<file path="src/lsh_pkg.sv">
package lsh_pkg;
  // Register offsets of the bank
  localparam logic [7:0] LSH_OFS_HIST_A = 8'h09;
  localparam logic [7:0] LSH_OFS_HIST_B = 8'h0a;
  localparam logic [7:0] LSH_OFS_MASK_A = 8'h0b;
  localparam logic [7:0] LSH_OFS_MASK_B = 8'h0c;
  // Reset values; both counters start at zero so both limit flags start set
  localparam logic [7:0] LSH_RST_HIST_A = 8'h20;
  localparam logic [7:0] LSH_RST_HIST_B = 8'h02;
  localparam logic [7:0] LSH_RST_MASK = 8'h00;
  // Group A field positions
  localparam int LSH_A_LOST = 0;
  localparam int LSH_A_QUIET = 1;
  localparam int LSH_A_HALT = 2;
  localparam int LSH_A_MASTER = 3;
  localparam int LSH_A_NOISE = 4;
  localparam int LSH_A_NLIM = 5;
  localparam int LSH_A_CHANGE = 6;
  localparam int LSH_A_UNK_INV = 7;
  // Group B field positions
  localparam int LSH_B_IDLE = 0;
  localparam int LSH_B_EXPIRY = 1;
  localparam int LSH_B_ACTIVE = 2;
  localparam int LSH_B_UNK_VAL = 3;
  localparam int LSH_B_CASC = 4;
  localparam int LSH_B_EBUF = 5;
  localparam int LSH_B_SUPER = 6;
  localparam int LSH_B_SPARE = 7;
  // Symbol pair codes, first symbol in the upper five bits
  localparam logic [9:0] LSH_PAIR_QUIET = 10'h000;
  localparam logic [9:0] LSH_PAIR_HALT = 10'h084;
  localparam logic [9:0] LSH_PAIR_MASTER = 10'h080;
  localparam logic [9:0] LSH_PAIR_IDLE = 10'h3ff;
  localparam logic [9:0] LSH_PAIR_JK = 10'h311;
  // Consecutive pair and event counts
  localparam logic [3:0] LSH_RUN_LONG = 4'h8;
  localparam logic [3:0] LSH_RUN_IDLE = 4'h2;
  localparam logic [4:0] LSH_NOISE_MIN = 5'h10;
  // Cascade start window
  localparam int LSH_CLK_NS = 25;
  localparam int LSH_CASC_NS = 80;
  localparam logic [2:0] LSH_CASC_CYC = 3'(LSH_CASC_NS / LSH_CLK_NS);

  // Recognised line states
  typedef enum logic [3:0] {
    LS_NONE = 4'b0000,
    LS_LOST = 4'b0001,
    LS_QUIET = 4'b0010,
    LS_HALT = 4'b0011,
    LS_MASTER = 4'b0100,
    LS_NOISE = 4'b0101,
    LS_IDLE = 4'b0110,
    LS_ACTIVE = 4'b0111,
    LS_UNKNOWN = 4'b1000
  } lsh_state_type;

  // One register bus request
  typedef struct packed {
    logic [7:0] addr;
    logic [7:0] wdata;
    logic wr;
    logic rd;
  } lsh_req_type;
endpackage

</file>
<file path="src/lsh_history.sv">
// Our own choice: the plain strobed port.
`timescale 1ns/100ps
module lsh_history
  import lsh_pkg::*;
(
  input wire logic i_clk_sys, // 40 MHz clock
  input wire logic i_rst_n, // Async reset, active low
  input wire logic [7:0] i_addr, // Register address
  input wire logic [7:0] i_wdata, // Write data
  input wire logic i_wr, // Write strobe
  input wire logic i_rd, // Read strobe
  output logic [7:0] o_rdata, // Read data, cycle after strobe
  input wire logic i_signal_detect_in, // Signal detect pin
  input wire logic i_cascade_armed, // Cascade armed pin
  input wire logic i_cascade_go, // Cascade go pin
  input wire logic i_pair_valid, // New symbol pair this cycle
  input wire logic [9:0] i_pair_code, // Received symbol pair
  input wire logic i_noise_event, // Noise event pulse
  input wire logic i_noise_cnt_zero, // Noise counter at zero
  input wire logic i_noise_reload, // Nonzero noise start written
  input wire logic i_state_cnt_zero, // State counter at zero
  input wire logic i_state_reload, // Nonzero state start written
  input wire logic i_eb_error, // Elastic buffer over/underflow
  output logic o_history_a_pending, // Group A summary bit
  output logic o_history_b_pending, // Group B summary bit
  output lsh_state_type o_line_state // Current line state
);

  // Pair code that keeps a state alive
  function automatic logic [9:0] hold_code(input lsh_state_type s);
    case (s)
      LS_HALT: hold_code = LSH_PAIR_HALT;
      LS_MASTER: hold_code = LSH_PAIR_MASTER;
      LS_IDLE: hold_code = LSH_PAIR_IDLE;
      default: hold_code = LSH_PAIR_QUIET;
    endcase
  endfunction

  lsh_req_type req; // Bundled bus request
  assign req = '{addr: i_addr, wdata: i_wdata, wr: i_wr, rd: i_rd};

  // Pin synchronisers, first stage read only by the second
  logic [2:0] sync1_reg; // First stage
  logic [2:0] sync2_reg; // Second stage
  always_ff @(posedge i_clk_sys or negedge i_rst_n) begin
    if (!i_rst_n) begin
      sync1_reg <= 3'h1;
      sync2_reg <= 3'h1;
    end else begin
      sync1_reg <= {i_cascade_go, i_cascade_armed, i_signal_detect_in};
      sync2_reg <= sync1_reg;
    end
  end

  logic sd_low; // Receiver lost its signal
  logic armed_s; // Synchronised armed level
  logic go_s; // Synchronised go level
  assign sd_low = !sync2_reg[0];
  assign armed_s = sync2_reg[1];
  assign go_s = sync2_reg[2];

  // State of the bank
  logic [7:0] hist_a_reg, hist_a_next; // History A
  logic [7:0] hist_b_reg, hist_b_next; // History B
  logic [7:0] mask_a_reg, mask_a_next; // Mask A
  logic [7:0] mask_b_reg, mask_b_next; // Mask B
  logic [7:0] rdata_reg, rdata_next; // Read data
  lsh_state_type state_reg, state_next; // Line state
  lsh_state_type known_reg, known_next; // Last known state
  logic [9:0] prev_reg, prev_next; // Previous pair
  logic [3:0] run_reg, run_next; // Consecutive equal pairs
  logic [4:0] noise_reg, noise_next; // Noise events seen
  logic st_armed_reg, st_armed_next; // Expiry may be cleared
  logic armed_d_reg, armed_d_next; // Armed level last cycle
  logic [2:0] cas_reg, cas_next; // Cascade window count
  logic [7:0] set_a, set_b; // Hardware set terms

  // Next-state logic of the whole bank
  always_comb begin
    state_next = state_reg;
    known_next = known_reg;
    prev_next = prev_reg;
    run_next = run_reg;
    noise_next = noise_reg;
    st_armed_next = st_armed_reg;
    armed_d_next = armed_s;
    cas_next = cas_reg;
    mask_a_next = mask_a_reg;
    mask_b_next = mask_b_reg;
    rdata_next = 8'h00;
    set_a = 8'h00;
    set_b = 8'h00;

    // Noise events saturate at the threshold
    if (i_noise_event && noise_reg < LSH_NOISE_MIN) begin
      noise_next = noise_reg + 5'h01;
    end

    // Line state recognition
    if (sd_low) begin
      state_next = LS_LOST;
    end else if (i_pair_valid) begin
      prev_next = i_pair_code;
      if (i_pair_code != prev_reg) begin
        run_next = 4'h1;
      end else if (run_reg != 4'hf) begin
        run_next = run_reg + 4'h1;
      end
      if (i_pair_code == LSH_PAIR_QUIET && run_next >= LSH_RUN_LONG) begin
        state_next = LS_QUIET;
      end else if (i_pair_code == LSH_PAIR_HALT &&
                   run_next >= LSH_RUN_LONG) begin
        state_next = LS_HALT;
      end else if (i_pair_code == LSH_PAIR_MASTER &&
                   run_next >= LSH_RUN_LONG) begin
        state_next = LS_MASTER;
      end else if (i_pair_code == LSH_PAIR_IDLE &&
                   run_next >= LSH_RUN_IDLE) begin
        state_next = LS_IDLE;
      end else if (i_pair_code == LSH_PAIR_JK) begin
        state_next = LS_ACTIVE;
        set_b[LSH_B_ACTIVE] = 1'b1;
      end else if (noise_next >= LSH_NOISE_MIN) begin
        state_next = LS_NOISE;
      end else if (state_reg == LS_ACTIVE || state_reg == LS_NOISE) begin
        state_next = state_reg; // Data follows start; noise persists
      end else if (state_reg == LS_UNKNOWN ||
                   i_pair_code != hold_code(state_reg)) begin
        state_next = LS_UNKNOWN;
      end
      // Super idle is counted on the idle run itself
      if (i_pair_code == LSH_PAIR_IDLE && run_next == LSH_RUN_LONG) begin
        set_b[LSH_B_SUPER] = 1'b1;
      end
    end else if (noise_next >= LSH_NOISE_MIN) begin
      // Noise alone is enough; no pair has to arrive
      state_next = LS_NOISE;
    end

    // Entry into a new state marks it; old marks stay
    if (state_next != state_reg) begin
      set_a[LSH_A_CHANGE] = 1'b1;
      case (state_next)
        LS_LOST: set_a[LSH_A_LOST] = 1'b1;
        LS_QUIET: set_a[LSH_A_QUIET] = 1'b1;
        LS_HALT: set_a[LSH_A_HALT] = 1'b1;
        LS_MASTER: set_a[LSH_A_MASTER] = 1'b1;
        LS_NOISE: set_a[LSH_A_NOISE] = 1'b1;
        LS_IDLE: set_b[LSH_B_IDLE] = 1'b1;
        LS_ACTIVE: set_b[LSH_B_ACTIVE] = 1'b1;
        LS_UNKNOWN: begin
          if (known_reg == LS_IDLE || known_reg == LS_ACTIVE) begin
            set_b[LSH_B_UNK_VAL] = 1'b1;
          end else begin
            set_a[LSH_A_UNK_INV] = 1'b1;
          end
        end
        default: begin
        end
      endcase
      if (state_next != LS_UNKNOWN) begin
        known_next = state_next;
      end
      // Fresh noise count for each known state other than noise and active
      if (state_next != LS_UNKNOWN && state_next != LS_NOISE &&
          state_next != LS_ACTIVE) begin
        noise_next = 5'h00;
      end
    end

    // Counter limits, held while the counters sit at zero
    set_a[LSH_A_NLIM] = i_noise_cnt_zero;
    set_b[LSH_B_EXPIRY] = i_state_cnt_zero;
    if (i_state_cnt_zero) begin
      st_armed_next = 1'b0;
    end else if (i_state_reload) begin
      st_armed_next = 1'b1;
    end

    // Cascade window opens when armed is released
    if (armed_d_reg && !armed_s) begin
      cas_next = LSH_CASC_CYC;
    end else if (go_s) begin
      cas_next = 3'h0;
    end else if (cas_reg != 3'h0) begin
      cas_next = cas_reg - 3'h1;
      if (cas_reg == 3'h1) begin
        set_b[LSH_B_CASC] = 1'b1;
      end
    end
    set_b[LSH_B_EBUF] = i_eb_error;

    // Sticky update; a set in the same cycle beats a clear
    hist_a_next = hist_a_reg | set_a;
    hist_b_next = hist_b_reg | set_b;
    if (req.wr) begin
      if (req.addr == LSH_OFS_HIST_A) begin
        hist_a_next = (hist_a_reg & req.wdata) | set_a;
        // Noise limit leaves only through a reload
        hist_a_next[LSH_A_NLIM] = hist_a_reg[LSH_A_NLIM] |
                                  set_a[LSH_A_NLIM];
      end else if (req.addr == LSH_OFS_HIST_B) begin
        hist_b_next = (hist_b_reg & req.wdata) | set_b;
        // Expiry clears only once a reload has been seen
        if (!st_armed_reg) begin
          hist_b_next[LSH_B_EXPIRY] = hist_b_reg[LSH_B_EXPIRY] |
                                      set_b[LSH_B_EXPIRY];
        end
      end else if (req.addr == LSH_OFS_MASK_A) begin
        mask_a_next = req.wdata;
      end else if (req.addr == LSH_OFS_MASK_B) begin
        mask_b_next = req.wdata;
      end
    end
    if (i_noise_reload && !i_noise_cnt_zero) begin
      hist_a_next[LSH_A_NLIM] = 1'b0;
    end

    // Read decode; unmapped addresses read zero
    if (req.rd) begin
      if (req.addr == LSH_OFS_HIST_A) begin
        rdata_next = hist_a_reg;
      end else if (req.addr == LSH_OFS_HIST_B) begin
        rdata_next = hist_b_reg;
      end else if (req.addr == LSH_OFS_MASK_A) begin
        rdata_next = mask_a_reg;
      end else if (req.addr == LSH_OFS_MASK_B) begin
        rdata_next = mask_b_reg;
      end
    end
  end

  // Registers only
  always_ff @(posedge i_clk_sys or negedge i_rst_n) begin
    if (!i_rst_n) begin
      hist_a_reg <= LSH_RST_HIST_A;
      hist_b_reg <= LSH_RST_HIST_B;
      mask_a_reg <= LSH_RST_MASK;
      mask_b_reg <= LSH_RST_MASK;
      rdata_reg <= 8'h00;
      state_reg <= LS_NONE;
      known_reg <= LS_NONE;
      prev_reg <= 10'h000;
      run_reg <= 4'h0;
      noise_reg <= 5'h00;
      st_armed_reg <= 1'b0;
      armed_d_reg <= 1'b1;
      cas_reg <= 3'h0;
    end else begin
      hist_a_reg <= hist_a_next;
      hist_b_reg <= hist_b_next;
      mask_a_reg <= mask_a_next;
      mask_b_reg <= mask_b_next;
      rdata_reg <= rdata_next;
      state_reg <= state_next;
      known_reg <= known_next;
      prev_reg <= prev_next;
      run_reg <= run_next;
      noise_reg <= noise_next;
      st_armed_reg <= st_armed_next;
      armed_d_reg <= armed_d_next;
      cas_reg <= cas_next;
    end
  end

  // Summary bits follow masks without delay
  assign o_history_a_pending = |(hist_a_reg & mask_a_reg);
  assign o_history_b_pending = |(hist_b_reg & mask_b_reg);
  assign o_rdata = rdata_reg;
  assign o_line_state = state_reg;
endmodule // lsh_history

</file>
<file path="config.mk">
export PLATFORM = sky130hd
export DESIGN_NAME = lsh_history
export DESIGN_NICKNAME = d
export VERILOG_FILES = /design/src/lsh_pkg.sv /design/src/lsh_history.sv
export SDC_FILE = /design/constraint.sdc
export NUM_CORES = 1
export LEC_CHECK = 0
export ABC_AREA = 1
export BUFFER_PORTS_ARGS = -buffer_cell sky130_fd_sc_hd__buf_2
export CAP_MARGIN = 20
export CELL_PAD_IN_SITES_DETAIL_PLACEMENT = 1
export CELL_PAD_IN_SITES_GLOBAL_PLACEMENT = 2
export CORE_MARGIN = 5
export CORE_UTILIZATION = 33
export CTS_CLUSTER_SIZE = 24
export DETAILED_ROUTE_END_ITERATION = 12
export GPL_TIMING_DRIVEN = 0
export PLACE_DENSITY_LB_ADDON = 0.05
export SYNTH_ARGS = -nofsm -noshare
export SYNTH_HDL_FRONTEND = slang
export SYNTH_SLANG_ARGS = --single-unit
export TNS_END_PERCENT = 30
</file>
<file path="constraint.sdc">
create_clock -name i_clk_sys -period 3.2 [get_ports i_clk_sys]
set_input_delay 0.64 -clock i_clk_sys [delete_from_list [all_inputs] [get_ports i_clk_sys]]
set_output_delay 0.64 -clock i_clk_sys [all_outputs]
set_load 0.005 [all_outputs]
</file>
# [Word level (Yosys, flattened, before mapping)]
# Index checks and enable logic that the tools add are counted.
[classes] n_reduce_logical=25 div=0 bitwise_logic=13 shifts=0 multipliers=0 mux=74 magnitude_cmp=4 eq_ne=33 n_addsub=3
[op_table] op="two-way mux 10 bit" count=9
[op_table] op="two-way mux 8 bit" count=10
[op_table] op="two-way mux 4 bit" count=15
[op_table] op="equality test 4 x 3 -> 1 bit (second input constant)" count=10
[op_table] op="AND 8 bit" count=4
[op_table] op="equality test 8 x 4 -> 1 bit (second input constant)" count=4
[op_table] op="two-way mux 1 bit" count=30
[op_table] op="case mux 10 bit (3 select lines)" count=1
[op_table] op="equality test 10 bit (second input constant)" count=2
[op_table] op="equality test 10 x 8 -> 1 bit (second input constant)" count=2
[op_table] op="two-way mux 5 bit" count=4
[op_table] op="!= test 10 bit" count=2
[op_table] op="OR 8 x 7 -> 8 bit" count=2
[op_table] op="OR 8 bit" count=2
[op_table] op="OR reduction 8 bit" count=2
[op_table] op="equality test 4 x 2 -> 1 bit (second input constant)" count=3
[op_table] op="equality test 4 bit (second input constant)" count=3
[op_table] op="logical AND 1 bit" count=10
[op_table] op="logical NOT 10 bit" count=1
[op_table] op="two-way mux 3 bit" count=3
[op_table] op="!= test 4 x 3 -> 1 bit (second input constant)" count=2
[op_table] op="!= test 4 bit (second input constant)" count=2
[op_table] op="nonzero test 3 bit" count=2
[op_table] op="adder 5 x 1 -> 5 bit (second input constant)" count=1
[op_table] op="other kinds (18)" count=26
[word_totals] out_inout_bits=14 mem_count=0 mem_bits_ro=0 ramBits=0 latch_bits=0 reg_bits=78

# [Longest topological paths before layout]
[logic_depth] word_depth=33 mapped_depth=21

# [Least setup slack after synthesis]
# Ideal clock, no wire load.
[synth_timing] path_kind="input to register" from="input i_pair_code[2]" to="register hist_a_reg[3]" n_path_buf=1 stages=20 t_arrival_ns=2.168 setup_ns=0.124 setup_slack_ns=0.908 path_cell_list="inv_2 nand2_1 nand2_1 nor2_1 nand3_1 nor2_4 o21ai_1 nand2_1 nand2_1 nand3_1 nand2_1 nand2_2 nand2_4 nand2_2 nand2_2 nor2_4 nand2_4 buf_6 nand3_1 nand2_1"
[synth_via] elab_chain_cells=18 elab_cells_between_ends=35 cone_classes="order compare: 2; eq/ne: 8; mux: 17; bitwise: 2; reduce/logical: 6"
[synth_lines] element="start, declared" line="lsh_history.sv:17" rtl="input wire logic [9:0] i_pair_code,"
[synth_lines] element="!= test 10 bit, on equally long branches" line="lsh_history.sv:104, lsh_history.sv:128"
[synth_lines] element="two-way mux 4 bit / logical OR 1 bit (equally long branches)" line="lsh_history.sv:104, lsh_history.sv:127"
[synth_lines] element="two-way mux 4 bit, on equally long branches" line="lsh_history.sv:102, lsh_history.sv:127"
[synth_lines] element="two-way mux 4 bit, on equally long branches" line="lsh_history.sv:100, lsh_history.sv:125"
[synth_lines] element=">= comparator 4 x 2 -> 1 bit / two-way mux 4 bit (equally long branches)" line="lsh_history.sv:118, lsh_history.sv:123"
[synth_lines] element="logical AND 1 bit / two-way mux 4 bit (equally long branches)" line="lsh_history.sv:117, lsh_history.sv:120"
[synth_lines] element="two-way mux 4 bit" line="lsh_history.sv:117" rtl="end else if (i_pair_code == LSH_PAIR_IDLE &&"
[synth_lines] element="two-way mux 4 bit" line="lsh_history.sv:114" rtl="end else if (i_pair_code == LSH_PAIR_MASTER &&"
[synth_lines] element="[3 not listed]"
[synth_lines] element="two-way mux 4 bit *" line="lsh_history.sv:100" rtl="if (sd_low) begin"
[synth_lines] element="equality test 4 x 3 -> 1 bit" line="lsh_history.sv:143" rtl="case (state_next)"
[synth_lines] element="two-way mux 1 bit" line="lsh_history.sv:143"
[synth_lines] element="two-way mux 5 bit *" line="lsh_history.sv:141" rtl="if (state_next != state_reg) begin"
[synth_lines] element="OR 8 bit, on equally long branches" line="lsh_history.sv:194, lsh_history.sv:198"
[synth_lines] element="two-way mux 8 bit" line="lsh_history.sv:197" rtl="if (req.addr == LSH_OFS_HIST_A) begin"
[synth_lines] element="two-way mux 8 bit *" line="lsh_history.sv:196" rtl="if (req.wr) begin"
[synth_lines] element="via hist_a_next[3]" line="lsh_history.sv:63" rtl="logic [7:0] hist_a_reg, hist_a_next;"
[synth_lines] element="end signal, assigned" line="lsh_history.sv:250" rtl="hist_a_reg <= hist_a_next;"
[synth_lines] element="end, declared" line="lsh_history.sv:63"
# The timed path passes the listed nets; every way through them passes the cells marked *. The select of a mux whose other input is x is not followed.
# A chain may end at the register's enable or synchronous reset.

# [Worst setup path in the final report]
[layout_timing] from="register run_reg[0]" to="register hist_a_reg[1]"
[layout_via] elab_chain_cells=19 elab_cells_between_ends=26 cone_classes="add/sub: 1; order compare: 2; eq/ne: 3; mux: 14; bitwise: 2; reduce/logical: 4"
[layout_lines] element="start, declared" line="lsh_history.sv:71" rtl="logic [3:0] run_reg, run_next;"
[layout_lines] element="start signal, assigned" line="lsh_history.sv:258" rtl="run_reg <= run_next;"
[layout_lines] element="adder 4 x 1 -> 4 bit / != test 4 bit (equally long branches)" line="lsh_history.sv:107, lsh_history.sv:106"
[layout_lines] element="two-way mux 4 bit *" line="lsh_history.sv:106" rtl="end else if (run_reg != 4'hf) begin"
[layout_lines] element="two-way mux 4 bit *" line="lsh_history.sv:104" rtl="if (i_pair_code != prev_reg) begin"
[layout_lines] element="two-way mux 4 bit *" line="lsh_history.sv:102" rtl="end else if (i_pair_valid) begin"
[layout_lines] element="two-way mux 4 bit *" line="lsh_history.sv:100"
[layout_lines] element=">= comparator 4 x 2 -> 1 bit" line="lsh_history.sv:118" rtl="run_next >= LSH_RUN_IDLE) begin"
[layout_lines] element="logical AND 1 bit" line="lsh_history.sv:117"
[layout_lines] element="two-way mux 4 bit" line="lsh_history.sv:117"
[layout_lines] element="[4 not listed]"
[layout_lines] element="two-way mux 4 bit *" line="lsh_history.sv:100"
[layout_lines] element="equality test 4 x 2 -> 1 bit" line="lsh_history.sv:143"
[layout_lines] element="two-way mux 1 bit" line="lsh_history.sv:143"
[layout_lines] element="two-way mux 5 bit *" line="lsh_history.sv:141"
[layout_lines] element="OR 8 bit, on equally long branches" line="lsh_history.sv:194, lsh_history.sv:198"
[layout_lines] element="two-way mux 8 bit" line="lsh_history.sv:197"
[layout_lines] element="two-way mux 8 bit *" line="lsh_history.sv:196"
[layout_lines] element="via hist_a_next[1]" line="lsh_history.sv:63"
# Marks and branches as above.

==> impl_results.html <==
<table>
<tr><th>Metric</th><th>Value</th></tr>
<tr><th colspan="2">Outcome</th></tr>
<tr><td>Result of the run</td><td>finished clean</td></tr>
<tr><th colspan="2">Timing</th></tr>
<tr><td>Final-layout worst hold slack</td><td>0.136 ns</td></tr>
<tr><td>Total negative setup slack</td><td>0 ns</td></tr>
<tr><td>Min Tclk post-route</td><td>2.75 ns</td></tr>
<tr><td>Number of pins exceeding their max-slew limit in the final report</td><td>0</td></tr>
<tr><td>Total setup violations reported at the end of the flow</td><td>0</td></tr>
<tr><td>Unrepaired setup endpoints after global routing</td><td>no</td></tr>
<tr><td>Transition time at the pin with the least slew margin</td><td>0.574 ns</td></tr>
<tr><td>Number of hold violations in the final report</td><td>0</td></tr>
<tr><td>Worst clock skew</td><td>0.00774 ns</td></tr>
<tr><td>Max-slew headroom</td><td>61.4%</td></tr>
<tr><td>Fmax</td><td>0.364 GHz</td></tr>
<tr><td>Period Utilization, post-route</td><td>85.9%</td></tr>
<tr><th colspan="2">Finish</th></tr>
<tr><td>Layout overhead on the synthesized area</td><td>19.7%</td></tr>
<tr><td>Fill cell total of the finished layout</td><td>approximately 1600</td></tr>
<tr><td>Fraction of final layout cells sized beyond drive strength 1</td><td>16.9%</td></tr>
<tr><td>Count of antenna diodes in the layout</td><td>0</td></tr>
<tr><td>Number of flip-flops under the largest register name</td><td>10</td></tr>
<tr><td>Number of nets in the layout</td><td>662</td></tr>
<tr><th colspan="2">Global routing</th></tr>
<tr><td>Antenna violations before repair</td><td>0</td></tr>
<tr><td>Number of global-route vias before repair</td><td>around 4100</td></tr>
<tr><td>Pin count of the biggest net entering global routing</td><td>between 60 and 70</td></tr>
<tr><td>Wire length of the first global-routing pass</td><td>21000 um</td></tr>
<tr><td>Total global routing track utilization</td><td>between 10% and 20%</td></tr>
<tr><td>Busiest layer in global routing</td><td>met2</td></tr>
<tr><td>M3 GR Usage</td><td>between 3 and 4%</td></tr>
<tr><td>Global-route met2 utilization</td><td>30.3%</td></tr>
<tr><td>Overflow left after global routing</td><td>0</td></tr>
<tr><td>Grt met1 use</td><td>22.3%</td></tr>
<tr><th colspan="2">Setup path</th></tr>
<tr><td>Crit start category</td><td>register</td></tr>
<tr><td>Critical path data required time</td><td>roughly 3.4 ns</td></tr>
<tr><td>Maximum fanout along the worst path</td><td>10</td></tr>
<tr><td>Length in cells of the worst reg-to-reg path</td><td>16</td></tr>
<tr><td>Worst R2R Start</td><td>run_reg[0]</td></tr>
<tr><td>Type of the setup path with the least slack</td><td>reg2reg</td></tr>
<tr><td>Flop2flop setup slack</td><td>about 0.45 ns</td></tr>
<tr><td>Crit end category</td><td>register</td></tr>
<tr><td>Endpoint of the lowest-slack register-to-register path</td><td>hist_a_reg[1]</td></tr>
<tr><td>Signal arrival time at the worst endpoint</td><td>2.98 ns</td></tr>
<tr><th colspan="2">Pwr</th></tr>
<tr><td>Max VDD drop</td><td>0.193 mV</td></tr>
<tr><td>Switching fraction of total power</td><td>between 20% and 30%</td></tr>
<tr><td>Total design power</td><td>between 2 and 3 mW</td></tr>
<tr><td>Sequential share of power</td><td>a little over two fifths</td></tr>
<tr><td>Reported leakage power</td><td>2.60 nW</td></tr>
<tr><td>Internal Pwr Total</td><td>roughly 1.9 mW</td></tr>
<tr><td>Power density cells</td><td>between 500 and 600 mW/mm^2</td></tr>
<tr><td>Comb power frac</td><td>14.2%</td></tr>
<tr><td>Power share of the clock group</td><td>42.8%</td></tr>
<tr><td>Total net switching power</td><td>0.729 mW</td></tr>
<tr><th colspan="2">Drt</th></tr>
<tr><td>Via density per instance</td><td>4.88</td></tr>
<tr><td>Detailed-routing iteration count for the pre-antenna-repair pass</td><td>4</td></tr>
<tr><td>Final WL</td><td>12200 um</td></tr>
<tr><td>Number of remaining DRC errors</td><td>0</td></tr>
<tr><td>Via count of the routed design</td><td>3876</td></tr>
<tr><td>Number of violations reported at the end of detailed-routing iteration 0</td><td>161</td></tr>
<tr><td>Post-route ant nets</td><td>0</td></tr>
<tr><td>Routed wire length per instance</td><td>15.4 um</td></tr>
<tr><th colspan="2">Clocking</th></tr>
<tr><td>Skew-Pair Late Insertion Delay</td><td>~0.35 ns</td></tr>
<tr><td>Clock tree from TritonCTS</td><td>built</td></tr>
<tr><td>Clk root buf</td><td>sky130_fd_sc_hd__clkbuf_16</td></tr>
<tr><td>Number of buffers added by the clock tree synthesis step</td><td>9</td></tr>
<tr><td>TritonCTS Sinks</td><td>between 70 and 80</td></tr>
<tr><td>Number of gates resized after cts</td><td>0</td></tr>
<tr><td>Post-CTS Setup Bufs</td><td>0</td></tr>
<tr><td>Maximum buffer depth of the clock tree</td><td>2</td></tr>
<tr><td>Number of levels the H-tree was split into</td><td>3</td></tr>
<tr><td>Clock transition at the registers of the reported paths</td><td>0.06 ns</td></tr>
<tr><td>Number of hold-repair buffers added at the cts stage</td><td>0</td></tr>
<tr><th colspan="2">Placed design</th></tr>
<tr><td>RePlAce Congestion</td><td>0.800</td></tr>
<tr><td>Port Buffers</td><td>53</td></tr>
<tr><td>Detail Placement HPWL</td><td>just over 9000 um</td></tr>
<tr><th colspan="2">Floorplan</th></tr>
<tr><td>Area of the die</td><td>0.0150 mm^2</td></tr>
<tr><td>Die Wd</td><td>roughly 120 um</td></tr>
<tr><td>Number of placement rows</td><td>41</td></tr>
<tr><td>Effective utilization at floorplan</td><td>33.5%</td></tr>
<tr><td>Chip height</td><td>~120 um</td></tr>
<tr><td>IO Pins</td><td>54</td></tr>
<tr><td>Core region area</td><td>0.0125 mm^2</td></tr>
<tr><th colspan="2">Yosys</th></tr>
<tr><td>Net count after synthesis</td><td>~600</td></tr>
<tr><td>Cells taking the most area after synthesis</td><td>sky130_fd_sc_hd__dfrtp_1, sky130_fd_sc_hd__nand2_1, sky130_fd_sc_hd__inv_1, sky130_fd_sc_hd__o21ai_0, sky130_fd_sc_hd__nand3_1</td></tr>
<tr><td>Number of enable flip-flop cells after synthesis</td><td>0</td></tr>
<tr><td>Synthesized area</td><td>0.00419 mm^2</td></tr>
<tr><td>Post-synthesis sequential area ratio</td><td>~46%</td></tr>
<tr><td>Most common cell in the synthesized netlist</td><td>sky130_fd_sc_hd__nand2_1</td></tr>
<tr><td>Biggest area consumer among synthesized cells</td><td>sky130_fd_sc_hd__dfrtp_1</td></tr>
<tr><td>Gate Count Post-Synth</td><td>552</td></tr>
<tr><td>Synthesized flop and latch total</td><td>between 70 and 80</td></tr>
<tr><td>Number of library cell types mapped by synthesis</td><td>42</td></tr>
<tr><td>Post-synthesis async set-or-reset flop share</td><td>100%</td></tr>
<tr><td>Top_reg_cell synth</td><td>sky130_fd_sc_hd__dfrtp_1</td></tr>
<tr><td>Most instantiated cells after synthesis</td><td>sky130_fd_sc_hd__nand2_1, sky130_fd_sc_hd__dfrtp_1, sky130_fd_sc_hd__inv_1</td></tr>
<tr><td>Mean cell area of the mapped netlist</td><td>7.59 um^2</td></tr>
<tr><td>Area share of the largest cell type after synthesis</td><td>between 40 and 50%</td></tr>
<tr><td>Synth warn</td><td>0</td></tr>
<tr><th colspan="2">Hold path</th></tr>
<tr><td>Worst hold path class</td><td>in2async</td></tr>
<tr><th colspan="2">Flow run</th></tr>
<tr><td>Count of maximum capacitance violations</td><td>0</td></tr>
</table>
logic make-up (layout without fill, tap and decap cells):
group	Yosys count	in the layout	share of synthesized area [%]
AND/OR/NAND/NOR	291	291	30.6
AO/OA/AOI/OAI	87	87	12.5
XOR/XNOR	5	5	1.05
adder cells (fa/ha/maj)	5	5	1.49
multiplexers	1	1	0.269
buffers and inverters	86	156	7.89
flip-flops	77	77	46.1
how the worst max path moves through the flow:
stage                        start  slack [ns]            end  cells past startpoint
floorplan           i_pair_code[2]        0.91  hist_a_reg[3]                     20
global placement    i_pair_code[2]        0.31  hist_a_reg[2]                     19
detailed placement  i_pair_code[3]        0.30  hist_a_reg[2]                     19
CTS                     run_reg[0]        0.43  hist_a_reg[1]                     16
global route            run_reg[0]        0.24  hist_a_reg[1]                     16
finish                  run_reg[0]        0.45  hist_a_reg[1]                     16
through the flow:
step	area, um^2	cells	util [%]	setup WS, ns
floorplan	4190	552	-	0.908
finish	5010	794	40.1	0.451
global route	5010	794	40.1	0.237
detailed placement	4700	778	37.5	0.299
global placement	4670	777	37.3	0.312
CTS	5010	794	40.1	0.427
power by group through the flow:
stage / logic (mW) / registers, mW / clock network, mW
after global routing: 0.434 / 1.13 / 1.18
after floorplan: 0.239 / 1.12 / 0
final: 0.370 / 1.12 / 1.11
after detailed placement: 0.376 / 1.14 / 0
after CTS: 0.379 / 1.12 / 1.14
after global placement: 0.359 / 1.13 / 0
routing by layer:
layer | up-vias | wire length [um]
met5 | - | 0
met3 | 11 | 406
met1 | 1882 | 5670
li1 | 1921 | -
met4 | 0 | 173
met2 | 62 | 5990
layout by cell type (no fill, tap or decap), types with 7 or more instances in the layout:
| master | count |
|---|---|
| sky130_fd_sc_hd__nand2_1 | 168 |
| sky130_fd_sc_hd__o21ai_0 | 50 |
| sky130_fd_sc_hd__nand2_2 | 7 |
| sky130_fd_sc_hd__buf_2 | 52 |
| sky130_fd_sc_hd__o31ai_1 | 7 |
| sky130_fd_sc_hd__dfrtp_1 | 72 |
| sky130_fd_sc_hd__nand3_1 | 44 |
| sky130_fd_sc_hd__nand4_1 | 10 |
| sky130_fd_sc_hd__nor2_1 | 39 |
| sky130_fd_sc_hd__clkbuf_16 | 9 |
| sky130_fd_sc_hd__inv_1 | 70 |
| sky130_fd_sc_hd__clkbuf_1 | 7 |
| sky130_fd_sc_hd__inv_2 | 7 |
critical path: stages (launching register included):
cell,delay [ns]
sky130_fd_sc_hd__dfrtp_1,0.43
sky130_fd_sc_hd__ha_1,0.25
sky130_fd_sc_hd__nand3_1,0.18
sky130_fd_sc_hd__nand3_1,0.23
sky130_fd_sc_hd__o31ai_1,0.30
sky130_fd_sc_hd__nor2_1,0.10
sky130_fd_sc_hd__nor2_1,0.10
sky130_fd_sc_hd__nand2_1,0.09
sky130_fd_sc_hd__nand2_1,0.11
sky130_fd_sc_hd__nand2_2,0.10
sky130_fd_sc_hd__nand2_1,0.07
sky130_fd_sc_hd__nand2_1,0.06
sky130_fd_sc_hd__nor2_2,0.14
sky130_fd_sc_hd__nand2_4,0.12
sky130_fd_sc_hd__buf_6,0.16
sky130_fd_sc_hd__nand3_1,0.11
sky130_fd_sc_hd__nand2_1,0.06
cell type report:
class                      count  area (um^2)  area share [%]
sequential                    77         1930            38.5
multi-input combinational    389         1930            38.4
inverter                      79          297            5.91
timing repair buffer          54          295            5.89
clock buffer                  10          229            4.57
tap                          172          215            4.29
clock inverter                 6         86.3            1.72
buffer                         7         33.8           0.674
Note: power is estimated with default switching activity, not from simulation.
